--- src/rtl/div_cfg.svh ---
`ifndef DIV_CFG_SVH
`define DIV_CFG_SVH

// ----------------------------------------------------------------
// datapath widths
// ----------------------------------------------------------------
`define WORD_W        16
`define COUNT_W       5

// ----------------------------------------------------------------
// field positions of the divide opcode, and the sign bit of a data word
// ----------------------------------------------------------------
`define COUNT_LSB     0
`define COUNT_MSB     4
`define SIGN_BIT      15

// ----------------------------------------------------------------
// reset values and increment constants
// ----------------------------------------------------------------
`define WORD_RST      16'h0000
`define COUNT_RST     5'h00
`define COUNT_STEP    5'h01
`define WORD_ONE      16'h0001

`endif

--- src/rtl/div_pkg.sv ---
package div_pkg;

  typedef enum logic [2:0] {
    FETCH_STATE      = 3'b001,
    EXECUTE_STATE    = 3'b101,
    INTERRUPT_STATE  = 3'b111,
    STEAL_STATE      = 3'b000,
    SHIFT_LOOP_STATE = 3'b100
  } seq_state_t;

  typedef enum logic [1:0] {
    PH_1 = 2'b00,
    PH_2 = 2'b01,
    PH_3 = 2'b10,
    PH_4 = 2'b11
  } seq_phase_t;

  typedef struct packed {
    seq_state_t  seq;
    seq_phase_t  phase;
    seq_state_t  ret_seq;
    logic [15:0] a;
    logic [15:0] b;
    logic [15:0] c;
    logic [15:0] q;
    logic [15:0] r;
    logic [15:0] w;
    logic [15:0] pc;
    logic [15:0] l_count;
    logic [4:0]  count;
    logic [4:0]  sc;
    logic        skip;
    logic        no_irq_op;
    logic        fast;
    logic        link;
    logic        flag;
    logic        eos;
    logic        done;
    logic        irq_ack;
    logic        steal_meta;
    logic        steal_sync;
    logic        irq_meta;
    logic        irq_sync;
  } seq_regs_t;

endpackage : div_pkg

--- src/rtl/alu_if.sv ---
`timescale 1ns/1ns
interface alu_if;
  logic [15:0] augend;
  logic [15:0] addend;
  logic        carry_in;
  logic [15:0] sum;
  logic        carry_out;

  modport master (output augend, output addend, output carry_in,
                  input sum, input carry_out);
  modport alu    (input augend, input addend, input carry_in,
                  output sum, output carry_out);
endinterface : alu_if

--- src/rtl/shift_add_alu.sv ---
`timescale 1ns/1ns
`include "div_cfg.svh"
module shift_add_alu
  import div_pkg::*;
(
  alu_if.alu port_alu
);
  logic [16:0] full;

  // doubling is augend added to itself, subtraction is augend plus inverted addend plus one
  assign full               = {1'b0, port_alu.augend} + {1'b0, port_alu.addend}
                              + {16'h0000, port_alu.carry_in};
  assign port_alu.sum       = full[`WORD_W-1:0];
  assign port_alu.carry_out = full[`WORD_W];
endmodule : shift_add_alu

--- src/rtl/shift_subtract_divide_sequencer.sv ---
`timescale 1ns/1ns
`include "div_cfg.svh"
module shift_subtract_divide_sequencer
  import div_pkg::*;
(
  input  wire logic        clk_sys,
  input  wire logic        srst,
  input  wire logic        start,
  input  wire logic [15:0] instr,
  input  wire logic [15:0] divisor_in,
  input  wire logic [15:0] dividend_hi_in,
  input  wire logic [15:0] dividend_lo_in,
  input  wire logic [15:0] pc_in,
  input  wire logic        skip_adjust,
  input  wire logic        jump_or_call,
  input  wire logic        rom_exec,
  input  wire logic        mem_ref,
  input  wire logic        steal_request,
  input  wire logic        interrupt_request,
  output logic      [15:0] remainder,
  output logic      [15:0] quotient,
  output logic      [15:0] pc,
  output logic      [15:0] l_counter,
  output logic      [4:0]  shift_counter,
  output logic             phase_flag,
  output logic             link,
  output logic             end_of_shift,
  output logic             busy,
  output logic             done,
  output logic             interrupt_ack,
  output logic             steal_grant,
  output logic             turn,
  output logic      [2:0]  seq_state,
  output logic      [1:0]  seq_phase
);

  // ----------------------------------------------------------------
  // state
  // ----------------------------------------------------------------
  // one packed struct holds every register; next_cur is its combinational image
  seq_regs_t cur;
  seq_regs_t next_cur;

  alu_if alu_bus ();

  shift_add_alu u_alu (
    .port_alu (alu_bus.alu)
  );

  // ----------------------------------------------------------------
  // alu operand steering
  // ----------------------------------------------------------------
  logic in_loop;
  logic sub_step;
  logic w_step;

  assign in_loop  = (cur.seq == SHIFT_LOOP_STATE);
  assign sub_step = in_loop && (cur.phase == PH_1);
  assign w_step   = in_loop && (cur.phase == PH_2);

  // one adder serves all three loop steps; the select is decoded from state only
  // doubling feeds one register to both inputs; subtraction inverts R
  assign alu_bus.augend   = w_step ? cur.w : cur.q;
  assign alu_bus.addend   = sub_step ? ~cur.r : (w_step ? cur.w : cur.q);
  assign alu_bus.carry_in = sub_step ? 1'b1 : cur.link;

  // ----------------------------------------------------------------
  // next state
  // ----------------------------------------------------------------
  // counter wraps at 32, so a zero count field runs 32 passes
  logic [4:0] sc_inc;
  assign sc_inc = cur.sc + `COUNT_STEP;

  always_comb begin
    next_cur            = cur;
    next_cur.done       = 1'b0;
    next_cur.irq_ack    = 1'b0;

    // pins from outside the clock domain pass two flops; only the second
    // stage is ever read, so a metastable first stage cannot fan out
    next_cur.steal_meta = steal_request;
    next_cur.steal_sync = cur.steal_meta;
    next_cur.irq_meta   = interrupt_request;
    next_cur.irq_sync   = cur.irq_meta;

    unique case (cur.seq)
      FETCH_STATE: begin
        unique case (cur.phase)
          PH_1: begin
            // operands and mode bits are captured once, so inputs may move while busy
            if (start) begin
              next_cur.a         = divisor_in;
              next_cur.b         = dividend_hi_in;
              next_cur.c         = dividend_lo_in;
              next_cur.pc        = pc_in;
              next_cur.count     = instr[`COUNT_MSB:`COUNT_LSB];
              next_cur.skip      = skip_adjust;
              next_cur.no_irq_op = jump_or_call;
              next_cur.fast      = rom_exec && !mem_ref;
              next_cur.phase     = PH_2;
            end
          end
          PH_2: begin
            next_cur.q     = cur.c;
            next_cur.r     = cur.a;
            next_cur.pc    = cur.pc + `WORD_ONE + {15'h0000, cur.skip};
            next_cur.sc    = `COUNT_RST;
            // a left-over end of shift must not cut the next loop short
            next_cur.eos   = 1'b0;
            next_cur.flag  = 1'b1;
            next_cur.seq   = EXECUTE_STATE;
            next_cur.phase = PH_3;
          end
          default: begin
            next_cur.phase = PH_1;
          end
        endcase
      end

      EXECUTE_STATE: begin
        unique case (cur.phase)
          PH_3: begin
            if (cur.flag) begin
              next_cur.w     = cur.q;
              next_cur.link  = 1'b0;
              next_cur.seq   = SHIFT_LOOP_STATE;
              next_cur.phase = PH_2;
            end else if (cur.fast) begin
              // overlapped finish: the idle phase absorbs the L update
              next_cur.l_count = cur.pc;
              next_cur.done    = 1'b1;
              next_cur.seq     = FETCH_STATE;
              next_cur.phase   = PH_1;
              if (cur.irq_sync && !cur.no_irq_op) begin
                next_cur.seq     = INTERRUPT_STATE;
                next_cur.irq_ack = 1'b1;
              end
            end else begin
              // flag clear and not overlapped: idle phase, nothing moves
              next_cur.phase = PH_4;
            end
          end
          PH_4: begin
            next_cur.l_count = cur.pc;
            next_cur.done    = 1'b1;
            next_cur.seq     = FETCH_STATE;
            next_cur.phase   = PH_1;
            // jump and call never take the interrupt, so their link survives
            if (cur.irq_sync && !cur.no_irq_op) begin
              next_cur.seq     = INTERRUPT_STATE;
              next_cur.irq_ack = 1'b1;
            end
          end
          default: begin
            next_cur.phase = PH_3;
          end
        endcase
      end

      SHIFT_LOOP_STATE: begin
        unique case (cur.phase)
          PH_1: begin
            next_cur.link = alu_bus.carry_out;
            // a set sign bit means the divisor did not fit: B keeps its value
            if (!alu_bus.sum[`SIGN_BIT]) begin
              next_cur.b = alu_bus.sum;
            end
            next_cur.phase = PH_2;
          end
          PH_2: begin
            // the last pass still shifts the final quotient bit in before leaving
            next_cur.q    = cur.b;
            next_cur.c    = alu_bus.sum;
            next_cur.w    = alu_bus.sum;
            next_cur.link = alu_bus.carry_out;
            next_cur.flag = 1'b0;
            if (cur.eos) begin
              next_cur.seq   = EXECUTE_STATE;
              next_cur.phase = PH_3;
            end else begin
              next_cur.phase = PH_3;
            end
          end
          PH_3: begin
            next_cur.b     = alu_bus.sum;
            next_cur.link  = alu_bus.carry_out;
            next_cur.sc    = sc_inc;
            // known one pass ahead, so the following phase 2 can exit
            next_cur.eos   = (sc_inc == cur.count);
            next_cur.phase = PH_4;
          end
          PH_4: begin
            next_cur.q     = cur.b;
            next_cur.phase = PH_1;
          end
        endcase
      end

      INTERRUPT_STATE: begin
        // minimal service stub: four phases, L takes the program counter;
        // the vector fetch itself lives outside this block
        unique case (cur.phase)
          PH_4: begin
            next_cur.l_count = cur.pc;
            next_cur.seq     = FETCH_STATE;
            next_cur.phase   = PH_1;
          end
          default: begin
            next_cur.phase = seq_phase_t'(cur.phase + 2'b01);
          end
        endcase
      end

      STEAL_STATE: begin
        unique case (cur.phase)
          PH_3: begin
            // grant stands for the four stolen phases; the requester drops on it
            // the interrupted state picks up again at its own phase 4
            next_cur.seq   = cur.ret_seq;
            next_cur.phase = PH_4;
          end
          default: begin
            next_cur.phase = seq_phase_t'(cur.phase + 2'b01);
          end
        endcase
      end

      // unused state codes fall back to fetch rather than hang
      default: begin
        next_cur.seq   = FETCH_STATE;
        next_cur.phase = PH_1;
      end
    endcase

    // steal only where phase 3 would step to phase 4 of the same state
    // elsewhere the resume point would skip the phase that state was about to run
    if (cur.phase == PH_3 && cur.seq != STEAL_STATE && cur.steal_sync
        && next_cur.seq == cur.seq && next_cur.phase == PH_4) begin
      next_cur.ret_seq = cur.seq;
      next_cur.seq     = STEAL_STATE;
      next_cur.phase   = PH_4;
    end
  end

  // ----------------------------------------------------------------
  // registers
  // ----------------------------------------------------------------
  // all-zero is the steal code, so reset names the fetch codes explicitly
  always_ff @(posedge clk_sys) begin
    if (srst) begin
      cur            <= '0;
      cur.seq        <= FETCH_STATE;
      cur.phase      <= PH_1;
      cur.ret_seq    <= FETCH_STATE;
      cur.sc         <= `COUNT_RST;
      cur.count      <= `COUNT_RST;
      cur.pc         <= `WORD_RST;
      cur.l_count    <= `WORD_RST;
    end else begin
      cur <= next_cur;
    end
  end

  // ----------------------------------------------------------------
  // outputs
  // ----------------------------------------------------------------
  // B and C already hold the result from loop exit on, before done pulses
  // busy and steal_grant decode state directly so requesters see them at once;
  // every data output is a flop
  assign remainder     = cur.b;
  assign quotient      = cur.c;
  assign pc            = cur.pc;
  assign l_counter     = cur.l_count;
  assign shift_counter = cur.sc;
  assign phase_flag    = cur.flag;
  assign link          = cur.link;
  assign end_of_shift  = cur.eos;
  assign done          = cur.done;
  assign interrupt_ack = cur.irq_ack;
  assign steal_grant   = (cur.seq == STEAL_STATE);
  assign busy          = !((cur.seq == FETCH_STATE) && (cur.phase == PH_1));
  assign turn          = busy && cur.fast;
  assign seq_state     = cur.seq;
  assign seq_phase     = cur.phase;

endmodule : shift_subtract_divide_sequencer

--- config.mk ---
export PLATFORM = sky130hd
export DESIGN_NAME = shift_subtract_divide_sequencer
export DESIGN_NICKNAME = d
export VERILOG_FILES = /design/src/rtl/div_pkg.sv /design/src/rtl/alu_if.sv /design/src/rtl/shift_add_alu.sv /design/src/rtl/shift_subtract_divide_sequencer.sv
export VERILOG_INCLUDE_DIRS = /design/src /design/src/rtl
export SDC_FILE = /design/constraint.sdc
export NUM_CORES = 1
export LEC_CHECK = 0
export ABC_CLOCK_PERIOD_IN_PS = 11800
export BUFFER_PORTS_ARGS = -buffer_cell sky130_fd_sc_hd__clkbuf_2
export CORE_UTILIZATION = 45
export CTS_CLUSTER_DIAMETER = 60
export DETAILED_ROUTE_END_ITERATION = 16
export GPL_ROUTABILITY_DRIVEN = 0
export PLACE_DENSITY = 0.76
export SLEW_MARGIN = 20
export SYNTH_ARGS = -nofsm -noshare
export SYNTH_HDL_FRONTEND = slang
export SYNTH_HIERARCHICAL = 1
export SYNTH_SLANG_ARGS = --single-unit
export TNS_END_PERCENT = 100
--- constraint.sdc ---
create_clock -name clk_sys -period 11.8 [get_ports clk_sys]
set_input_delay 1.77 -clock clk_sys [delete_from_list [all_inputs] [get_ports clk_sys]]
set_output_delay 1.77 -clock clk_sys [all_outputs]
set_load 0.01 [all_outputs]
After elaboration in Yosys (flattened, before gate mapping)
Cells that the tools add are included.
- output and inout port bits: 82
- bits of input ports: 89
- bits in registers: 158
- word-level logic and storage cells: 149
- muxes and demuxes: 54
- add/subtract/negate cells: 6
- reduce and logical (&&, ||, !) cells: 35
- equal/unequal tests: 26
- bitwise operators: 2
- operators by type and width (operator ; number):
    16-bit 2-to-1 mux ; 11
    16-bit case mux with 2 select lines ; 5
    32-bit 2-to-1 mux ; 3
    48-bit case mux with 2 select lines ; 1
    5-bit case mux with 5 select lines ; 1
    3-bit 2-to-1 mux ; 7
    2-bit inequality test (second input constant) ; 9
    16-bit by 16-bit adder with 17-bit output ; 1
    17-bit by 1-bit adder with 17-bit output ; 1
    16-bit by 1-bit adder with 16-bit output ; 1
    16-bit by 1-bit adder with 16-bit output (second input constant) ; 1
    16-bit NOT ; 1
    2-bit case mux with 2 select lines ; 4
    5-bit 2-to-1 mux ; 3
    3-bit AND reduction ; 5
    2-bit 2-to-1 mux ; 7
    3-bit inequality test (second input constant) ; 4
    4-bit AND reduction ; 3
    1-bit logical AND ; 10
    5-bit case mux with 2 select lines ; 1
    5-bit AND reduction ; 2
    3-bit == test (second input constant) ; 3
    2-bit case mux with 4 select lines ; 1
    2-bit nonzero test ; 4
    21 further kinds ; 34

Logic depth before layout (Yosys ltp)
Gate-level depths: netlist of run 1.
- depth in word-level cells: 11
- depth in mapped cells: 23
- mapped depth without buffers: 18

Hierarchy
Netlist of run 1, hierarchy kept.
- modules (own cells, without submodules) (module ; cells an instance ; instances ; seq. area each (µm²) ; area each (µm²)):
    shift_subtract_divide_sequencer ; 1015 ; 1 ; 3163.0 ; 7900.1
    shift_add_alu ; 94 ; 1 ; 0.0 ; 743.2

Worst setup path after synthesis of run 1
Ideal clock, no wire load.
- path type: register to register
- start point: register cur, in the netlist seq_state[2]
- end point: register cur[68] in the netlist's numbering
- setup time: 86 ps
- data arrival time: 3792 ps
- period minus slack after synthesis: 3878 ps
- data required time: 11714 ps
- path buffers: 3
- setup slack: 7922 ps
- cell stages (with the launch flop): 17
- cells stage by stage: dfxtp_1 > buf_4 > nor3b_2 > and2_0 > clkbuf_1 > clkbuf_1 > a21oi_1 > fa_1 > fa_1 > a21o_1 > a311oi_2 > o211ai_2 > a41oi_2 > xnor2_1 > and2_1 > a21oi_1 > a211oi_1
- cells in the longest elaborated chain, start to end: 8
- elaborated cells between the ends (all ways): 16
- classes of those cells: add/sub: 2; eq/ne: 5; mux: 5; reduce/logical: 4
- RTL lines (element ; RTL line ; source):
    start, declared ; shift_subtract_divide_sequencer.sv:41 ; seq_regs_t cur;
    start signal, assigned ; shift_subtract_divide_sequencer.sv:260 ; cur <= next_cur;
    3-bit == test * ; shift_subtract_divide_sequencer.sv:57 ; assign in_loop = (cur.seq == SHIFT_LOOP_STATE);
    1-bit logical AND ; shift_subtract_divide_sequencer.sv:59 ; assign w_step = in_loop && (cur.phase == PH_2);
    16-bit 2-to-1 mux ; shift_subtract_divide_sequencer.sv:64 ; assign alu_bus.addend = sub_step ? ~cur.r : (w_step ? cur.w : cur.q);
    16-bit 2-to-1 mux * ; shift_subtract_divide_sequencer.sv:64 ;
    named net alu_bus.addend[0] ; alu_if.sv:4 ; logic [15:0] addend;
    16-bit by 16-bit adder with 17-bit output * ; shift_add_alu.sv:11 ; assign full = {1'b0, port_alu.augend} + {1'b0, port_alu.addend}
    17-bit by 1-bit adder with 17-bit output * ; shift_add_alu.sv:12 ; + {16'h0000, port_alu.carry_in};
    named net alu_bus.sum[14] ; alu_if.sv:6 ; logic [15:0] sum;
    16-bit 2-to-1 mux * ; shift_subtract_divide_sequencer.sv:161 ; unique case (cur.phase)
    16-bit case mux with 2 select lines * ; shift_subtract_divide_sequencer.sv:86 ; unique case (cur.seq)
Mark *: on every way through the listed nets, which the timed path passes. The rest lies on a longest branch. The select of a mux whose other input is x is not followed.
A chain may end at the register's enable or synchronous reset.

Worst setup path after layout of run 1
Ends and elaborated chain as after synthesis.

==> results of run 1 <==
[metal layers]
metal  vias to the layer above  part of all wire
met5                         -                 0
met4                         0             0.017
met3                        22             0.058
li1                       3848                 -
met1                      3487              0.49
met2                       248              0.44
[flip-flops by register name, indices dropped and copies added, names as in the netlist]
name and cells:
cur 79, done 1, end_of_shift 1, interrupt_ack 1
l_counter 16, link 1, pc 16, phase_flag 1
quotient 16, remainder 16, seq_phase 2, seq_state 3
shift_counter 5
[through the flow]
step / cells / area [um^2]
after floorplan: 1109 / 8640
after global placement: 1361 / 8920
after detailed placement: 1361 / 8920
after CTS: 1389 / 9470
after global routing: 1389 / 9480
final: 1389 / 9480
[synth_stat cells (3+ instances only)]
cell type	count	area, um^2
and3_1	4	25.0
or2_2	5	31.3
o21ai_1	6	30.0
buf_4	76	571
buf_2	23	115
and2_1	21	131
o22ai_1	3	18.8
a311oi_1	19	166
clkbuf_1	47	176
mux2i_1	22	220
nor2b_1	10	62.6
o21ai_0	23	115
o21bai_1	6	45.0
and4_1	3	26.3
a22oi_1	6	45.0
o2bb2ai_1	4	35.0
ha_1	24	300
nand4_1	6	37.5
a211oi_1	59	443
xnor2_1	10	87.6
nand2_1	178	668
nor3_1	10	50.1
a31oi_1	5	31.3
nor2_1	128	480
a21o_1	7	52.6
buf_6	3	33.8
xor2_1	11	96.3
nand2b_1	5	31.3
a21oi_1	139	696
dfxtp_1	158	3160
nand3_1	31	155
inv_1	12	45.0
[power groups by stage]
stage	Sequential (uW)	Combinational, uW	Clock (uW)
CTS	667	464	536
detailed placement	679	461	0
floorplan	654	395	0
global route	680	519	559
global placement	677	449	0
finish	669	463	525
[worst paths after layout]
kind / from / end / slack, ps / cells past startpoint
max: seq_state[2] / cur[68] / 7090 / 15
min: cur[1] / cur[0] / 440 / 1
max reg2reg: seq_state[2] / cur[68] / 7090 / 15
min reg2reg: cur[1] / cur[0] / 440 / 1
[logic make-up after synthesis]
group                      synth area share
DFF                                   0.366
adders and majority gates            0.0405
xor gates and xnor gates             0.0213
muxes                                0.0268
AOI/OAI and AO/OA                     0.214
and+or+nand+nor                       0.221
buffers and inverters                 0.110
[cell type report]
cell class	count	area, um^2	area share
clock buffer	20	457	0.0482
clock inverter	8	93.8	0.00990
timing repair buffer	169	873	0.0922
multi-input combinational	788	4550	0.480
sequential	158	3160	0.334
tap	234	293	0.0309
inverter	12	45.0	0.00475
[critical path: stages, from the launching register on]
cell and delay [ps]:
dfxtp_1 750, nor3b_4 300, buf_4 370, and2_0 180, buf_4 300, a21oi_1 140
fa_1 460, fa_1 470, a21o_1 240, a311oi_2 370, o211ai_2 160, a41oi_2 220
xnor2_1 140, and2_1 200, a21oi_1 50, a211oi_1 250
==> results_dict.tcl, run 1 <==
set metrics [dict create \
    grt_pass1_wl_mm 34.5 \
    cts_buffers 17 \
    period_needed_ps 4710 \
    htreeDepth 4 \
    dr.pass1.iters 5 \
    antennaDiodeCount 0 \
    postLayoutSetupSlackWorst_ps 7090 \
    syn-num-nets 1224 \
    fin_util 0.505 \
    fmax_mhz 212 \
    syn2layout_area_growth_pct 9.64 \
    power_uw 1660 \
    use_met3 0.0431 \
    period_share 0.399 \
    vias 7605 \
    final_common_cell "nand2_1" \
    slew_headroom 0.296 \
    grt_pass1_vias 6763 \
    num_rows 50 \
    vias_per_cell 5.48 \
    fin_nets 1261 \
    p_int_uw 1090 \
    use_met2 0.319 \
    grtUsageMet1 0.315 \
    cts_resized 0 \
    drv_cap 0 \
    grt-busiest-layer "met2" \
    cts_hold_buf 0 \
    cts_setup_buffers 0 \
    clock_sinks 158 \
    n_fill_cell 1804 \
    p_sw_frac 0.340 \
    cp.required_ps 12130 \
    initial_utilization 0.461 \
    antenna_left 0 \
    cp_max_fo 36 \
    synth_edf_count 0 \
    yosysWarningCount 6 \
    power.leakage_uw 0.00385 \
    powerDensity_nw_per_um2 175 \
    peakVddDrop_mv 0.104 \
    routed_wl_mm 21.0 \
    drc 0 \
    sequentialPowerShare 0.404 \
    synth-seq-cells 158 \
    clockPowerShare 0.317 \
    dp_slack_ps 7160 \
    ys.flop_type "dfxtp_1" \
    layout-drive-gt1-share 0.196 \
    clockRootBuffer "clkbuf_16" \
    antenna_found_initial 0 \
    rsz0062_at_grt "false" \
    drv_slew 0 \
    start_kind "flip-flop" \
    worst_slew_pin_slew_ps 1050 \
    drt_iter0_drc 579 \
    synth.avg_cell_area_um2 7.79 \
    finalSetupViolCount 0 \
    grt_overflow_total 0 \
    dpl.hpwl_mm 14.4 \
    die_w_um 141 \
    cp-end-kind "flip-flop" \
    clk_latency_ps 420 \
    die_h_um 141 \
    cp.arrival_ps 5040 \
    syn_area_um2 8640 \
    fin_worst_skew_ps 7.77 \
    p_sw_uw 562 \
    async_reset_ff_frac 0 \
    min_path_type "reg -> reg" \
    track_usage 0.218 \
    path_clk_slew_ps 60 \
    layout_common_cells "nand2_1, dfxtp_1, clkbuf_2" \
    ios 171 \
    cts_tree "yes" \
    die_area_um2 19800 \
    core_um2 18800 \
    syn_inst 1109 \
    setup_tns_ps 0 \
    whs_ps 435 \
    avgRoutedWirePerCell_um 15.1 \
    crit_type "reg -> reg" \
    ys_seq_area_frac 0.366 \
    grt_max_degree 83 \
    outcome "finished, final reports clean" \
    clockBufferDepth 2 \
    hold_viol 0 \
    synth.distinct_cells 66 \
    combinationalPowerShare 0.279 \
    port_buffers 159 \
]
No activity file was read; power rests on OpenSTA's default activity.
==> inputs of run 2 (changes only) <==
--- a/config.mk
+++ b/config.mk
@@ -6,13 +6,13 @@
 export SDC_FILE = /design/constraint.sdc
 export NUM_CORES = 1
 export LEC_CHECK = 0
-export ABC_CLOCK_PERIOD_IN_PS = 11800
+export ABC_CLOCK_PERIOD_IN_PS = 4100
 export BUFFER_PORTS_ARGS = -buffer_cell sky130_fd_sc_hd__clkbuf_2
 export CORE_UTILIZATION = 45
 export CTS_CLUSTER_DIAMETER = 60
 export DETAILED_ROUTE_END_ITERATION = 16
 export GPL_ROUTABILITY_DRIVEN = 0
-export PLACE_DENSITY = 0.76
+export PLACE_DENSITY = 0.79
 export SLEW_MARGIN = 20
 export SYNTH_ARGS = -nofsm -noshare
 export SYNTH_HDL_FRONTEND = slang
==> constraint.sdc (replaced) <==
create_clock -name clk_sys -period 4.1 [get_ports clk_sys]
set_input_delay 0.615 -clock clk_sys [delete_from_list [all_inputs] [get_ports clk_sys]]
set_output_delay 0.615 -clock clk_sys [all_outputs]
set_load 0.01 [all_outputs]
==> results_dict.tcl, run 2 (same netlist as run 1, synthesis figures left out) <==
set metrics [dict create \
    outcome "finished, final reports clean" \
    whs_ps 407 \
    crit_slowest_cell "ha_1" \
    avgRoutedWirePerCell_um 15.4 \
    clockBufferDepth 2 \
    clock_sinks 158 \
    cts_hold_buf 0 \
    drt_iter0_drc 775 \
    hold_viol 0 \
    antenna_left 0 \
    die_h_um 141 \
    cp.required_ps 4420 \
    vias_per_cell 5.54 \
    period_needed_ps 3840 \
    core_um2 18800 \
    power.leakage_uw 0.00391 \
    drv_cap 0 \
    final_common_cell "nand2_1" \
    largest_reg_flops 79 \
    worstReg2RegEnd "remainder[15]" \
    slew_headroom 0.429 \
    r2r_slack_ps 260 \
    grt_pass1_vias 6871 \
    crit_path_frequent_cell "nand2_1" \
    rsz0062_at_grt "false" \
    layout-drive-gt1-share 0.204 \
    clockRootBuffer "clkbuf_16" \
    cpPeakStageDelay_ps 320 \
    n_fill_cell 1792 \
    clk_latency_ps 420 \
    drc 0 \
    finalSetupViolCount 0 \
    crit_type "reg -> reg" \
    grt_max_degree 76 \
    reg2regPathDepth 20 \
    regMostFlops "cur" \
    initial_utilization 0.461 \
    fin_nets 1273 \
    layout_common_cells "nand2_1, dfxtp_1, clkbuf_2" \
    antennaDiodeCount 0 \
    grt_overflow_total 0 \
    cts_buffers 17 \
    min_path_type "in -> reg" \
    start_kind "flip-flop" \
    die_w_um 141 \
    cp-end-kind "flip-flop" \
    num_rows 50 \
    period_share 0.936 \
    min_path_cells 2 \
    r2r_start "seq_phase[1]" \
    cts_tree "yes" \
    htreeDepth 4 \
    seqCellArea_um2 3160 \
    drv_slew 0 \
    path_clk_slew_ps 60 \
    routed_wl_mm 21.6 \
    hold_start "interrupt_request" \
    holdPathEnd "cur[1]" \
    vias 7774 \
    port_buffers 159 \
    fin_worst_skew_ps 6.76 \
    dr.pass1.iters 5 \
    dpl.hpwl_mm 14.8 \
    multi_input_area_um2 4550 \
    cp.arrival_ps 4150 \
    syn2layout_area_growth_pct 11.2 \
    fmax_mhz 260 \
    track_usage 0.220 \
    crit_chain "inv_1 > ha_2 > and4bb_1 > buf_6 > nand2_1 > nand2_1 > nor2_1 > a21oi_1 > ha_1 > a21o_1 > a31o_1 > o211ai_2 > o21ai_1 > xor2_1 > nand2_1 > o21ai_0 > o21ai_2 > buf_12 > nor2_1 > a311oi_1" \
    cp_max_fo 32 \
    ios 171 \
    powerDensity_nw_per_um2 502 \
    grt_pass1_wl_mm 35.0 \
    setup_tns_ps 0 \
    peakVddDrop_mv 0.290 \
    die_area_um2 19800 \
    worst_slew_pin_slew_ps 857 \
    antenna_found_initial 0 \
]
==> run 2: cell count changes in the layout (fill, tap and decap cells not counted), moves of 2 or more <==
cell | previous run | this run
buf_4 | 11 | 20
clkinvlp_4 | 0 | 4
clkinv_2 | 5 | 2
buf_12 | 0 | 2
==> run 2: layout make-up <==
class                           instances  share of cell area
Clock inverter                         10              0.0122
Sequential cell                       158               0.329
Timing Repair Buffer                  181               0.103
Tap cell                              234              0.0305
Inverter                               12             0.00469
Clock buffer                           20              0.0465
Multi-Input combinational cell        788               0.474
==> run 2: repair_timing <==
action                                  CTS  global route
endpoints found under the setup margin    0            10
buffers inserted                          0             0
gates resized for setup                   0             5
==> run 2: metrics by stage <==
stage / total power (uW) / cells / utilization / area (um^2) / worst slack (ps)
5_1_grt: 5120 / 1403 / 0.512 / 9610 / 0.955
4_1_cts: 4850 / 1403 / 0.511 / 9590 / 181
3_5_place_dp: 3320 / 1373 / 0.481 / 9030 / 200
6_report: 4830 / 1403 / 0.512 / 9610 / 261
3_3_place_gp: 3270 / 1373 / 0.481 / 9030 / 301
2_1_floorplan: 3020 / 1109 / - / 8640 / 222
==> run 2: critical path, delay by kind of cell (launching register included) <==
family | cells | cell delay, ps
AO/OA/AOI/OAI | 8 | 1540
XOR/XNOR | 1 | 180
adder cells (fa/ha/maj) | 2 | 520
buffers and inverters | 3 | 520
flip-flops | 1 | 310
AND/OR/NAND/NOR | 6 | 660
==> run 2: how the worst max path moves through the flow <==
stage | end | from | depth (start not counted) | slack (ps)
6_report | remainder[15] | seq_phase[1] | 20 | 260
5_1_grt | cur[66] | seq_phase[0] | 15 | 1
4_1_cts | quotient[12] | seq_phase[0] | 15 | 180
3_3_place_gp | quotient[12] | seq_phase[0] | 15 | 300
2_1_floorplan | cur[68] | seq_state[2] | 16 | 220
3_5_place_dp | quotient[14] | seq_phase[0] | 15 | 200
==> run 2: metal layers <==
layer / part of all wire / global-route usage / wire length, um
met5: 0 / 0 / 0
met4: 0.020 / 0.0709 / 436
met3: 0.063 / 0.0482 / 1360
met2: 0.45 / 0.331 / 9670
met1: 0.47 / 0.313 / 10200
==> run 2: power by group <==
group | total, uW | internal (uW) | switching [uW]
combinational | 1400 | 531 | 865
sequential | 1910 | 1730 | 178
clock | 1520 | 904 | 618
total | 4830 | 3160 | 1660
==> inputs of run 3 (changes only) <==
--- a/config.mk
+++ b/config.mk
@@ -6,13 +6,13 @@
 export SDC_FILE = /design/constraint.sdc
 export NUM_CORES = 1
 export LEC_CHECK = 0
-export ABC_CLOCK_PERIOD_IN_PS = 4100
+export ABC_CLOCK_PERIOD_IN_PS = 4610
 export BUFFER_PORTS_ARGS = -buffer_cell sky130_fd_sc_hd__clkbuf_2
 export CORE_UTILIZATION = 45
 export CTS_CLUSTER_DIAMETER = 60
 export DETAILED_ROUTE_END_ITERATION = 16
 export GPL_ROUTABILITY_DRIVEN = 0
-export PLACE_DENSITY = 0.79
+export PLACE_DENSITY = 0.76
 export SLEW_MARGIN = 20
 export SYNTH_ARGS = -nofsm -noshare
 export SYNTH_HDL_FRONTEND = slang
==> constraint.sdc (replaced) <==
create_clock -name clk_sys -period 4.61 [get_ports clk_sys]
set_input_delay 0.6915 -clock clk_sys [delete_from_list [all_inputs] [get_ports clk_sys]]
set_output_delay 0.6915 -clock clk_sys [all_outputs]
set_load 0.01 [all_outputs]
==> results_dict.tcl, run 3 (same netlist as run 1, synthesis figures left out) <==
set metrics [dict create \
    die_w_um 141 \
    p_int_uw 2750 \
    cp.arrival_ps 4320 \
    hold_start "cur[1]" \
    antennaDiodeCount 0 \
    holdPathEnd "cur[0]" \
    rsz0062_at_grt "false" \
    outcome "finished, final reports clean" \
    reg2regPathDepth 18 \
    drv_slew 0 \
    start_kind "flip-flop" \
    combinationalPowerShare 0.286 \
    min_path_type "reg -> reg" \
    syn2layout_area_growth_pct 10.4 \
    crit_type "reg -> reg" \
    grt_pass1_wl_mm 33.9 \
    finalSetupViolCount 0 \
    clockPowerShare 0.310 \
    cp_max_fo 32 \
    p_sw_frac 0.347 \
    r2r_start "seq_state[0]" \
    r2r_slack_ps 630 \
    final_common_cell "nand2_1" \
    die_h_um 141 \
    cp.required_ps 4940 \
    slew_headroom 0.291 \
    routed_wl_mm 20.9 \
    fin_worst_skew_ps 8.26 \
    cp-end-kind "flip-flop" \
    drc 0 \
    avgRoutedWirePerCell_um 14.9 \
    p_sw_uw 1460 \
    vias_per_cell 5.48 \
    worst_slew_pin_slew_ps 1060 \
    clockRootBuffer "clkbuf_16" \
    cts_buffers 17 \
    drv_cap 0 \
    period_share 0.864 \
    clk_latency_ps 420 \
    htreeDepth 4 \
    dr.pass1.iters 5 \
    largest_reg_flops 79 \
    antenna_found_initial 0 \
    die_area_um2 19800 \
    layout-drive-gt1-share 0.202 \
    fmax_mhz 251 \
    powerDensity_nw_per_um2 441 \
    dpl.hpwl_mm 14.8 \
    dp_slack_ps 644 \
    cts_resized 0 \
    postLayoutSetupSlackWorst_ps 625 \
    drt_iter0_drc 665 \
    min_path_cells 1 \
    setup_tns_ps 0 \
    sequentialPowerShare 0.404 \
    clock_sinks 158 \
    port_buffers 159 \
    clockBufferDepth 2 \
    cts_hold_buf 0 \
    grt_overflow_total 0 \
    grt_pass1_vias 6709 \
    vias 7680 \
    peakVddDrop_mv 0.300 \
    grt_max_degree 76 \
    layout_common_cells "nand2_1, dfxtp_1, clkbuf_2" \
    core_um2 18800 \
    path_clk_slew_ps 60 \
    fin_nets 1271 \
    cts_setup_buffers 0 \
    antenna_left 0 \
    power.leakage_uw 0.00388 \
    hold_viol 0 \
    initial_utilization 0.461 \
    ios 171 \
    n_fill_cell 1786 \
    regMostFlops "cur" \
    period_needed_ps 3980 \
    worstReg2RegEnd "remainder[15]" \
    num_rows 50 \
    cts_tree "yes" \
    track_usage 0.212 \
]
==> run 3: worst max path at each step <==
| stage | endpoint | slack [ps] | cells after the start | start |
|---|---|---|---|---|
| 2_1_floorplan | cur[68] | 730 | 16 | seq_state[2] |
| 3_3_place_gp | remainder[15] | 740 | 18 | seq_state[0] |
| 3_5_place_dp | remainder[15] | 640 | 18 | seq_state[0] |
| 4_1_cts | remainder[15] | 620 | 18 | seq_state[0] |
| 5_1_grt | remainder[5] | 290 | 18 | seq_state[0] |
| 6_report | remainder[15] | 630 | 18 | seq_state[0] |
==> run 3: layout make-up <==
type / instances / area (um^2) / share of cell area
clock inverters: 10 / 92.6 / 0.00970
well taps: 234 / 293 / 0.0307
multi-input cells: 788 / 4550 / 0.477
clock buffers: 21 / 450 / 0.0472
flip-flops and latches: 158 / 3160 / 0.331
repair buffers: 179 / 948 / 0.0994
inverters: 12 / 45.0 / 0.00472
==> run 3: critical path, cell delays in order (launching register included) <==
cell,delay [ps]
dfxtp_1,340
nor3b_4,230
buf_4,290
and2_0,250
buf_4,320
nor2_1,80
a21oi_1,120
ha_1,310
a21o_1,260
a31o_1,250
o211ai_2,210
o21ai_1,120
xor2_1,170
nand2_1,70
o21ai_0,90
o21ai_2,140
buf_4,340
nor2_1,70
a311oi_1,240
==> run 3: layer usage <==
layer | vias to the layer above | global-route usage | wire length, um | share of wire
li1 | 3871 | - | - | -
met1 | 3520 | 0.306 | 10200 | 0.49
met2 | 263 | 0.318 | 9150 | 0.44
met3 | 26 | 0.0377 | 1230 | 0.059
met4 | 0 | 0.0744 | 304 | 0.015
met5 | - | 0 | 0 | 0
==> run 3: power groups by stage <==
stage | registers, uW | logic, uW | clock network [uW]
2_1_floorplan | 1670 | 1010 | 0
3_3_place_gp | 1720 | 1170 | 0
3_5_place_dp | 1730 | 1200 | 0
4_1_cts | 1700 | 1200 | 1340
5_1_grt | 1720 | 1340 | 1390
6_report | 1700 | 1200 | 1310
==> run 3: stage by stage <==
step | instance area, um^2 | hold slack (ps) | power [uW] | util | instances
2_1_floorplan | 8640 | 414 | 2680 | - | 1109
3_3_place_gp | 9000 | 429 | 2890 | 0.479 | 1371
3_5_place_dp | 9000 | 425 | 2920 | 0.479 | 1371
4_1_cts | 9540 | 439 | 4240 | 0.508 | 1402
5_1_grt | 9540 | 468 | 4460 | 0.508 | 1402
6_report | 9540 | 435 | 4210 | 0.508 | 1402
